==> config.mk <==
export PLATFORM = sky130hd
export DESIGN_NAME = rbs_sequencer
export DESIGN_NICKNAME = d
export VERILOG_FILES = /design/src/rtl/rbs_sequencer.v
export VERILOG_INCLUDE_DIRS = /design/src /design/src/rtl
export SDC_FILE = /design/constraint.sdc
export NUM_CORES = 1
export LEC_CHECK = 0
export BUFFER_PORTS_ARGS = -buffer_cell sky130_fd_sc_hd__buf_4
export CAP_MARGIN = 20
export CELL_PAD_IN_SITES_DETAIL_PLACEMENT = 1
export CELL_PAD_IN_SITES_GLOBAL_PLACEMENT = 1
export CORE_UTILIZATION = 35
export DETAILED_ROUTE_END_ITERATION = 8
export GPL_ROUTABILITY_DRIVEN = 0
export PLACE_DENSITY = 0.79
export SLEW_MARGIN = 25
export SYNTH_ARGS = -nofsm -noshare
export SYNTH_HDL_FRONTEND = slang
export SYNTH_SLANG_ARGS = --single-unit
==> constraint.sdc <==
create_clock -name aclk -period 2.95 [get_ports aclk]
set_input_delay 0 -clock aclk [delete_from_list [all_inputs] [get_ports aclk]]
set_output_delay 0 -clock aclk [all_outputs]
set_load 0.05 [all_outputs]
==> src/rtl/rbs_consts.vh <==
// Purpose: Constants for the reset and boot start sequencer
// Assumes: 100 MHz aclk, AXI4-Lite register access
// Notes:   Offsets are byte addresses of aligned 32-bit words
`ifndef RBS_CONSTS_VH
`define RBS_CONSTS_VH
`define RBS_REG_CTRL        4'h0
`define RBS_REG_STATUS      4'h4
`define RBS_REG_WAIT        4'h8
`define RBS_REG_BOOTLEN     4'hc
`define RBS_ADDR_W          14
`define RBS_DATA_W          24
`define RBS_START_ADDR      14'h0000
`define RBS_BOOT_WAIT_RST   3'h3
`define RBS_PM_WAIT_RST     3'h7
`define RBS_BOOT_PAGE_RST   3'h0
`define RBS_BOOTLEN_RST     13'h0060
`define RBS_PLL_LOCK_CYC    2000
`define RBS_CTRL_GO_BIT     0
`define RBS_CTRL_FORCE_BIT  1
`define RBS_ST_IDLE         3'h0
`define RBS_ST_DECIDE       3'h1
`define RBS_ST_BADDR        3'h2
`define RBS_ST_BWAIT        3'h3
`define RBS_ST_GRANT        3'h4
`define RBS_ST_RUN          3'h5
`define RBS_RESP_OKAY       2'h0
`define RBS_RESP_SLVERR     2'h2
`endif

==> src/rtl/rbs_sequencer.v <==
// Purpose: Reset and boot start sequencer of a fixed-point DSP core
// Assumes: Single clock aclk; straps and pins pass two flip-flops
// Notes:   Boot reads bytes on data[15:8]; upper two page bits drive data[23:22], page bit 0 drives addr_out[13]
// Contract
// Reset returns entire block to initial state; reset_n leaves AXI channels and synchronisers as they are
// Reset source holds reset 2000 input cycles
// Later resets keep clock running, no delay
// Reset empties stacks, masks interrupts, clears mode
// Boot only without bus request and map zero; a software forced boot ignores both
// First fetch from internal address zero
// One shared 14-bit address output bus
// 24-bit data bus, input only during boot
// Top two data bits carry boot address
// Boot source select: zero EPROM, one host
// Sample memory map select for layout
// Automatic boot loads from page zero
// Boot wait states reset to three
// Program wait states reset to seven
// Bus grant waits for current boot byte
// Synchronise reset before releasing sequencing
`timescale 1ns/1ps
`include "rbs_consts.vh"
module rbs_sequencer
(
  // Clock and bus reset
  input  wire        aclk,
  input  wire        aresetn,
  // AXI4-Lite slave
  input  wire [3:0]  s_axi_awaddr,
  input  wire        s_axi_awvalid,
  output reg         s_axi_awready,
  input  wire [31:0] s_axi_wdata,
  input  wire [3:0]  s_axi_wstrb,
  input  wire        s_axi_wvalid,
  output reg         s_axi_wready,
  output reg  [1:0]  s_axi_bresp,
  output reg         s_axi_bvalid,
  input  wire        s_axi_bready,
  input  wire [3:0]  s_axi_araddr,
  input  wire        s_axi_arvalid,
  output reg         s_axi_arready,
  output reg  [31:0] s_axi_rdata,
  output reg  [1:0]  s_axi_rresp,
  output reg         s_axi_rvalid,
  input  wire        s_axi_rready,
  // Processor reset pin and straps
  input  wire        reset_n,
  input  wire        memory_map_select,
  input  wire        boot_source_select,
  input  wire        ext_bus_request_n,
  // Memory bus
  output reg  [13:0] addr_out,
  input  wire [23:0] data_in,
  output reg  [23:0] data_out,
  output reg  [23:0] data_oe,
  output reg         boot_memory_select_n,
  output reg         program_memory_select_n,
  output reg         data_memory_select_n,
  output reg         rd_n,
  output reg         ext_bus_grant_n,
  // Core control
  output reg         core_reset,
  output reg         stacks_empty,
  output reg  [9:0]  interrupt_mask_register,
  output reg  [6:0]  mode_status_register,
  output reg         host_boot_req,
  output reg         boot_byte_valid,
  output reg  [7:0]  boot_byte,
  output reg         fetch_start,
  output reg  [13:0] fetch_addr,
  output reg         map_layout
);

  // Reset pin and strap synchronisers
  reg [1:0] rst_sync;
  reg [1:0] memory_map_select_sync;
  reg [1:0] bsel_sync;
  reg [1:0] br_sync;
  always @(posedge aclk)
  begin
    rst_sync  <= {rst_sync[0], reset_n};
    memory_map_select_sync <= {memory_map_select_sync[0], memory_map_select};
    bsel_sync <= {bsel_sync[0], boot_source_select};
    br_sync   <= {br_sync[0], ext_bus_request_n};
  end
  wire rst_n_s = rst_sync[1];
  wire br_n_s  = br_sync[1];
  wire seq_rst = ~aresetn | ~rst_n_s;

  // Software registers and sequencer state
  reg        go_mode;
  reg        force_boot;
  reg [2:0]  boot_page;
  reg [2:0]  boot_wait;
  reg [2:0]  pm_wait;
  reg [12:0] boot_len;
  reg [2:0]  state;
  reg [12:0] byte_cnt;
  reg [2:0]  wait_cnt;

  // AXI write channel: addr and data taken in either order
  reg        aw_held;
  reg        w_held;
  reg [3:0]  aw_addr;
  reg [31:0] w_data;
  reg        w_strb0;
  wire       do_write = aw_held & w_held & ~s_axi_bvalid;
  always @(posedge aclk)
  begin
    if (!aresetn)
    begin
      aw_held       <= 1'b0;
      w_held        <= 1'b0;
      aw_addr       <= 4'h0;
      w_data        <= 32'h0;
      w_strb0       <= 1'b0;
      s_axi_awready <= 1'b0;
      s_axi_wready  <= 1'b0;
      s_axi_bvalid  <= 1'b0;
      s_axi_bresp   <= `RBS_RESP_OKAY;
    end
    else
    begin
      s_axi_awready <= ~aw_held & ~s_axi_awready;
      s_axi_wready  <= ~w_held & ~s_axi_wready;
      if (s_axi_awvalid && s_axi_awready)
      begin
        aw_held <= 1'b1;
        aw_addr <= s_axi_awaddr;
        s_axi_awready <= 1'b0;
      end
      if (s_axi_wvalid && s_axi_wready)
      begin
        w_held <= 1'b1;
        w_data <= s_axi_wdata;
        w_strb0 <= s_axi_wstrb[0];
        s_axi_wready <= 1'b0;
      end
      if (do_write)
      begin
        aw_held      <= 1'b0;
        w_held       <= 1'b0;
        s_axi_bvalid <= 1'b1;
        s_axi_bresp  <= (aw_addr[3:2] == 2'h1) ? `RBS_RESP_SLVERR
                                               : `RBS_RESP_OKAY;
      end
      else if (s_axi_bvalid && s_axi_bready)
        s_axi_bvalid <= 1'b0;
    end
  end

  // Register writes; force bit self-clears when boot starts
  wire boot_start;
  always @(posedge aclk)
  begin
    if (!aresetn || !rst_n_s)
    begin
      go_mode    <= 1'b0;
      force_boot <= 1'b0;
      boot_page  <= `RBS_BOOT_PAGE_RST;
      boot_wait  <= `RBS_BOOT_WAIT_RST;
      pm_wait    <= `RBS_PM_WAIT_RST;
      boot_len   <= `RBS_BOOTLEN_RST;
    end
    else
    begin
      if (boot_start)
        force_boot <= 1'b0;
      if (do_write && aw_addr == `RBS_REG_CTRL && w_strb0)
      begin
        go_mode <= w_data[`RBS_CTRL_GO_BIT];
        if (w_data[`RBS_CTRL_FORCE_BIT])
          force_boot <= 1'b1;
        boot_page <= w_data[4:2];
      end
      if (do_write && aw_addr == `RBS_REG_WAIT && w_strb0)
      begin
        boot_wait <= w_data[2:0];
        pm_wait   <= w_data[6:4];
      end
      if (do_write && aw_addr == `RBS_REG_BOOTLEN)
        boot_len <= w_data[12:0];
    end
  end

  // AXI read channel
  always @(posedge aclk)
  begin
    if (!aresetn)
    begin
      s_axi_arready <= 1'b0;
      s_axi_rvalid  <= 1'b0;
      s_axi_rdata   <= 32'h0;
      s_axi_rresp   <= `RBS_RESP_OKAY;
    end
    else if (s_axi_rvalid)
    begin
      if (s_axi_rready)
        s_axi_rvalid <= 1'b0;
    end
    else if (s_axi_arvalid && s_axi_arready)
    begin
      s_axi_arready <= 1'b0;
      s_axi_rvalid  <= 1'b1;
      s_axi_rresp   <= `RBS_RESP_OKAY;
      case (s_axi_araddr)
        `RBS_REG_CTRL:    s_axi_rdata <= {27'h0, boot_page,
                                          force_boot, go_mode};
        `RBS_REG_STATUS:  s_axi_rdata <= {16'h0, byte_cnt, state};
        `RBS_REG_WAIT:    s_axi_rdata <= {25'h0, pm_wait, 1'b0,
                                          boot_wait};
        `RBS_REG_BOOTLEN: s_axi_rdata <= {19'h0, boot_len};
        default:
        begin
          s_axi_rdata <= 32'h0;
          s_axi_rresp <= `RBS_RESP_SLVERR;
        end
      endcase
    end
    else
      s_axi_arready <= 1'b1;
  end

  // Boot decision: no request pending, map zero, or forced
  assign boot_start = (state == `RBS_ST_DECIDE &&
                       br_n_s && !memory_map_select_sync[1]) ||
                      (state == `RBS_ST_RUN && force_boot);
  wire [15:0] boot_addr = {boot_page, byte_cnt};

  // Sequencer; no settle delay after release, clock never gated
  always @(posedge aclk)
  begin
    if (seq_rst)
    begin
      state                   <= `RBS_ST_IDLE;
      byte_cnt                <= 13'h0;
      wait_cnt                <= 3'h0;
      core_reset              <= 1'b1;
      stacks_empty            <= 1'b1;
      interrupt_mask_register <= 10'h0;
      mode_status_register    <= 7'h0;
      addr_out                <= 14'h0;
      data_out                <= 24'h0;
      data_oe                 <= 24'h0;
      boot_memory_select_n    <= 1'b1;
      program_memory_select_n <= 1'b1;
      data_memory_select_n    <= 1'b1;
      rd_n                    <= 1'b1;
      ext_bus_grant_n         <= 1'b1;
      host_boot_req           <= 1'b0;
      boot_byte_valid         <= 1'b0;
      boot_byte               <= 8'h0;
      fetch_start             <= 1'b0;
      fetch_addr              <= 14'h0;
      map_layout              <= 1'b0;
    end
    else
    begin
      boot_byte_valid <= 1'b0;
      fetch_start     <= 1'b0;
      case (state)
        `RBS_ST_IDLE:
        begin
          map_layout <= memory_map_select_sync[1];
          state      <= `RBS_ST_DECIDE;
        end
        `RBS_ST_DECIDE:
        begin
          if (boot_start && bsel_sync[1])
          begin
            host_boot_req <= 1'b1;
            state         <= `RBS_ST_RUN;
          end
          else if (boot_start)
          begin
            byte_cnt <= 13'h0;
            state    <= `RBS_ST_BADDR;
          end
          else
            state <= `RBS_ST_RUN;
        end
        `RBS_ST_BADDR:
        begin
          addr_out             <= boot_addr[13:0];
          data_out             <= {boot_addr[15:14], 22'h0};
          data_oe              <= 24'hc00000;
          boot_memory_select_n <= 1'b0;
          rd_n                 <= 1'b0;
          wait_cnt             <= boot_wait;
          state                <= `RBS_ST_BWAIT;
        end
        `RBS_ST_BWAIT:
        begin
          if (wait_cnt != 3'h0)
            wait_cnt <= wait_cnt - 3'h1;
          else
          begin
            boot_byte            <= data_in[15:8];
            boot_byte_valid      <= 1'b1;
            boot_memory_select_n <= 1'b1;
            rd_n                 <= 1'b1;
            data_oe              <= 24'h0;
            byte_cnt             <= byte_cnt + 13'h1;
            if (byte_cnt + 13'h1 == boot_len)
              state <= `RBS_ST_RUN;
            else if (!br_n_s)
              state <= `RBS_ST_GRANT;
            else
              state <= `RBS_ST_BADDR;
          end
        end
        `RBS_ST_GRANT:
        begin
          ext_bus_grant_n <= br_n_s;
          if (br_n_s)
            state <= `RBS_ST_BADDR;
        end
        `RBS_ST_RUN:
        begin
          if (boot_start)
          begin
            byte_cnt   <= 13'h0;
            core_reset <= 1'b1;
            state      <= `RBS_ST_BADDR;
          end
          else if (core_reset)
          begin
            core_reset  <= 1'b0;
            fetch_start <= 1'b1;
            fetch_addr  <= `RBS_START_ADDR;
            stacks_empty <= 1'b0;
          end
          ext_bus_grant_n <= br_n_s | boot_start;
        end
        default:
          state <= `RBS_ST_IDLE;
      endcase
    end
  end

endmodule

# Yosys cells after proc, flatten, opt, wreduce, memory -nomap -nowiden
# Cells that the tools add are included.
[totals] output_inout_bits=153 ff_bits=168
[op_classes] eq_ne=17 n_addsub=2 mux=34 reduce_logical=40 bitwise_logic=18
[ops] cell="$pmux W16 S4" n=1
[ops] cell="$pmux W24 S2" n=1
[ops] cell="$mux W13" n=3
[ops] cell="$pmux W13 S3" n=1
[ops] cell="$mux W24" n=1
[ops] cell="$mux W3" n=8
[ops] cell="$pmux W3 S6" n=1
[ops] cell="$eq A4 B4 Y1 const B" n=4
[ops] cell="$add A13 B1 Y13 const B" n=1
[ops] cell="$eq A13 B13 Y1" n=1
[ops] cell="$logic_and A1 B1 Y1" n=13
[ops] cell="$mux W1" n=13
[ops] cell="$not A1 Y1" n=12
[ops] cell="$ne A2 B2 Y1 const B" n=5
[ops] cell="$reduce_and A2 Y1" n=5
[ops] cell="$reduce_and A3 Y1" n=3
[ops] cell="$logic_not A4 Y1" n=2
[ops] cell="$reduce_or A2 Y1" n=4
[ops] cell="$eq A3 B2 Y1 const B" n=2
[ops] cell="$eq A3 B3 Y1 const B" n=2
[ops] cell="$pmux W3 S2" n=1
[ops] cell="$reduce_bool A2 Y1" n=3
[ops] cell="$reduce_bool A3 Y1" n=2
[ops] cell="$and A1 B1 Y1" n=4
[ops] cell="other kinds (12)" n=18

# Logic depth before layout (Yosys ltp)
[depth] depth_word=7 ltp_mapped=8 depth_no_buf=7

# Worst setup path before layout
# No wires, ideal clock.
[synth_timing] path_type="reg-to-reg" from="register byte_cnt[0]" to="register state[1]" stages_incl_launch_ff=9 required_ns=2.819 path_buffers=2 slack_ns=0.696 t_arrival_ns=2.123 period_less_slack_ns=2.254 path_cell_list="dfxtp_1 -> clkbuf_2 -> nand3_2 -> or3_1 -> clkbuf_2 -> xnor2_1 -> or4_1 -> a2111oi_4 -> o21ai_0"
[synth_via] elab_chain_len=5
[synth_rtl] element="start, declared" line_no="rbs_sequencer.v:98" rtl="reg [12:0] byte_cnt;"
[synth_rtl] element="start signal, assigned" line_no="rbs_sequencer.v:303" rtl="byte_cnt <= byte_cnt + 13'h1;"
[synth_rtl] element="$add A13 B1 Y13" line_no="rbs_sequencer.v:304" rtl="if (byte_cnt + 13'h1 == boot_len)"
[synth_rtl] element="$eq A13 B13 Y1" line_no="rbs_sequencer.v:304"
[synth_rtl] element="$mux W3" line_no="rbs_sequencer.v:304"
[synth_rtl] element="$mux W3" line_no="rbs_sequencer.v:294" rtl="if (wait_cnt != 3'h0)"
[synth_rtl] element="$pmux W3 S6" line_no="rbs_sequencer.v:261" rtl="case (state)"
[synth_rtl] element="end signal, assigned" line_no="rbs_sequencer.v:265" rtl="state <= `RBS_ST_DECIDE;"
[synth_rtl] element="end signal, assigned" line_no="rbs_sequencer.v:305" rtl="state <= `RBS_ST_RUN;"
[synth_rtl] element="end signal, assigned" line_no="rbs_sequencer.v:307" rtl="state <= `RBS_ST_GRANT;"
[synth_rtl] element="end, declared" line_no="rbs_sequencer.v:97" rtl="reg [2:0] state;"
# Every way passes these cells. The select of a mux whose other input is x is not followed.
# A chain may end at the register's enable or synchronous reset.

# Final worst setup path
[layout_timing] from="register state[0]" to="register byte_cnt[9]"
[layout_via] elab_chain_len=7 elab_cells_between_ends=15 classes_between="5 x eq/ne; 3 x mux; 7 x reduce/logical"
[layout_rtl] element="start signal, assigned" line_no="rbs_sequencer.v:235" rtl="state <= `RBS_ST_IDLE;"
[layout_rtl] element="start signal, assigned" line_no="rbs_sequencer.v:265"
[layout_rtl] element="start signal, assigned" line_no="rbs_sequencer.v:272" rtl="state <= `RBS_ST_RUN;"
[layout_rtl] element="$eq A3 B1 Y1" line_no="rbs_sequencer.v:261"
[layout_rtl] element="$logic_and A1 B1 Y1 (2 in series)" line_no="rbs_sequencer.v:225" rtl="assign boot_start = (state == `RBS_ST_DECIDE &&"
[layout_rtl] element="$logic_or A1 B1 Y1" line_no="rbs_sequencer.v:225"
[layout_rtl] element="$mux W13 / $logic_and A1 B1 Y1 (equally long branches)"
[layout_rtl] element="$mux W13 / $ne A2 B2 Y1 (equally long branches)"
[layout_rtl] element="$pmux W13 S3 / $reduce_and A3 Y1 (equally long branches)"
# Several ways; a longest one is shown, not always the timed one. The select of a mux whose other input is x is not followed.

==> results.ini <==
[place]
port_buffers = 98
hpwlAfterDp_mm = 10.8
place_ws_ns = 0.406
dp.cells = 1003

[worst_setup_path]
crit_type = flip-flop to flip-flop
r2r_slack_ns = 0.37
path_buf_inv = 1
worst-r2r-cell-count = 6
cp-end-kind = flip-flop
slowest_stage = dfxtp_1
r2r-end = byte_cnt[9]
max_stage_delay_ns = 0.58
worstSetupStartpointType = flip-flop
cp_common_cell = nor2_1
critical_path.top_delay_family = simple AND/OR/NAND/NOR gates
critPathMaxFanout = 16
worstPathRequired_ns = 3.27
reg2reg_from = state[0]
arrival_ns = 2.90
crit_chain = inv_1 > nor2_1 > nand2_1 > nor2_1 > a31oi_1 > a311oi_1

[clock_network]
post_cts_buffers = 0
clock_path_buffers = 2
clkLatencyLatePin_ns = 0.42
cts_tree = done
clock-sinks = 127
ctsHtreeMaxLevel = 4
clk_pin_slew_ns = 0.05
cts-buffers-inserted = 17
clock-root-buffer = clkbuf_16

[die]
start_util_pct = 35.9
design.core.area_mm2 = 0.0166
die_area_mm2 = 0.0175
die_h_um = 132
ioPinCount = 232
rows = 47
die_x_um = 132

[global_route]
grt_antenna_before_repair = 1
grt_overflow = 0
grt_pass1_wl_mm = 25.6
grt_usage_pct = 18.4
grt_max_degree = 41
grt_pass1_vias = 5051

[layout]
num-fill-cells = 2037
ff_latch_area_mm2 = 0.00254
mostFrequentLayoutCells = nand2_1, dfxtp_1, buf_4
drive_above_1_share_pct = 17.5
final_cells = 1078
syn2layout_area_growth_pct = 26.4
fin_util_pct = 45.4
multi_input_area_mm2 = 0.00284
antenna-diode-count = 0
final_common_cell = nand2_1
nets = 927

[synthesis]
syn_avg_cell_area_um2 = 8.28
ys_types = 54
ys_seq_area_share_pct = 42.7
yosys.area.top_type_share_pct = 42.7
yosys_register_bits = 127
synth_largest_area_cell = dfxtp_1
async_reset_ff_share_pct = 0
synth_edf_count = 0
synthCells = 719
ys_warn_count = 0
netlist_area_mm2 = 0.00595
synth_flop_cell = dfxtp_1
synth_area_leaders = dfxtp_1, buf_4, nand2_1

[detailed_routing]
wl_per_cell_um = 14.6
first_pass_iters = 4
ant_nets = 0
vias = 5094
vias_per_cell = 4.73
drt_iter0_drc = 264
routed_wirelength_mm = 15.7
route.detailed.drc = 0

[min_path]
hold-path-endpoint = s_axi_rresp[1]
hold_class = input port to flip-flop
holdPathStages = 4
min-delay-start = s_axi_araddr[0]

[sta]
skew_ns = 0.00547
fmax_mhz = 387
fin_crit_sh_pct = 87.5
layout_min_cycle_time_ns = 2.58
maxSlewViolCount = 0
tightestPinTransition_ns = 0.855
rsz0062_at_grt = false
fin_ws_ns = 0.369
hold_violations = 0
setup_viol = 0
relSlewSlack_pct = 42.8
timing.setup.tns_ns = 0

[flow_run]
maxCapViolations = 0

[status]
status = finished, final reports clean

[pwr]
power_density_mw_per_mm2 = 589
ir_worst_vdd_uv = 423
power.leakage_nw = 3.04
finalPower_mw = 4.43

-- power breakdown --
group	total, mW	switching, mW	internal (mW)
Clock	2.13	0.740	1.39
Combinational	0.525	0.405	0.121
Sequential	1.78	0.0285	1.75
Total	4.43	1.17	3.26
-- cell usage after synthesis (10+ instances only) --
master    instances
inv_1            10
dfxtp_1         127
a22oi_1          11
buf_4            97
nor2_1           38
a21oi_1          77
xnor2_1          14
nor3_1           11
o21ai_0          26
clkbuf_1         31
nand3_1          16
mux2i_1          13
nand2_1         141
-- sequential cells by signal, indices dropped and copies added, names as in the netlist, 4 cells and up --
signal / count
boot_byte: 8
byte_cnt: 13
addr_out: 14
aw_addr: 4
w_data: 13
boot_len: 13
s_axi_rdata: 16
-- area by class of cell --
cell class | count | area share (%)
clock buffer | 26 | 6.50
clock inverter | 6 | 1.40
inverter | 11 | 0.548
multi-input combinational | 538 | 37.7
sequential | 127 | 33.8
tap | 220 | 3.66
timing repair buffer | 150 | 16.4
-- through the flow --
step	hold WS (ns)	cell area [um^2]
after floorplan	0.0277	6300
after global placement	0.105	6500
after detailed placement	0.106	6500
after CTS	0.0339	7530
after global routing	0.0513	7530
final	0.0422	7530
-- layer usage --
layer | global-route usage [%] | wire [um] | vias up
met5 | 0 | 0 | -
met4 | 6.96 | 272 | 0
met3 | 3.75 | 568 | 22
met2 | 32.1 | 7970 | 117
met1 | 22.3 | 6920 | 2459
li1 | - | - | 2496
-- cells by family (layout without fill, tap and decap cells) --
| family | after synthesis | after routing | synth area share (%) |
|---|---|---|---|
| AO/OA/AOI/OAI | 147 | 147 | 14.7 |
| XOR/XNOR | 19 | 19 | 2.79 |
| adder cells (fa/ha/maj) | 3 | 3 | 0.630 |
| buffers and inverters | 147 | 193 | 15.5 |
| flip-flops | 127 | 127 | 42.7 |
| multiplexers | 21 | 21 | 4.45 |
| other | 2 | 95 | 0.126 |
| AND/OR/NAND/NOR | 253 | 253 | 19.1 |
-- how the worst max path moves through the flow --
stage | start | endpoint | slack, ns | cells past startpoint
after floorplan | byte_cnt[0] | state[1] | 0.70 | 8
after global placement | byte_cnt[2] | state[1] | 0.45 | 6
after detailed placement | byte_cnt[2] | state[1] | 0.41 | 6
after CTS | byte_cnt[2] | state[1] | 0.38 | 6
after global routing | state[0] | byte_cnt[9] | 0.16 | 6
final | state[0] | byte_cnt[9] | 0.37 | 6
-- worst reg2reg max path, stage by stage (launching register included) --
cell and delay (ns):
dfxtp_1 0.58, inv_1 0.24, nor2_1 0.39, nand2_1 0.50, nor2_1 0.38, a31oi_1 0.13
a311oi_1 0.26
-- repair_timing --
action	in CTS	in global routing
gates resized for setup	0	0
hold buffers	43	0
hold endpoints to repair	34	0
(Power assumes the default switching activity.)
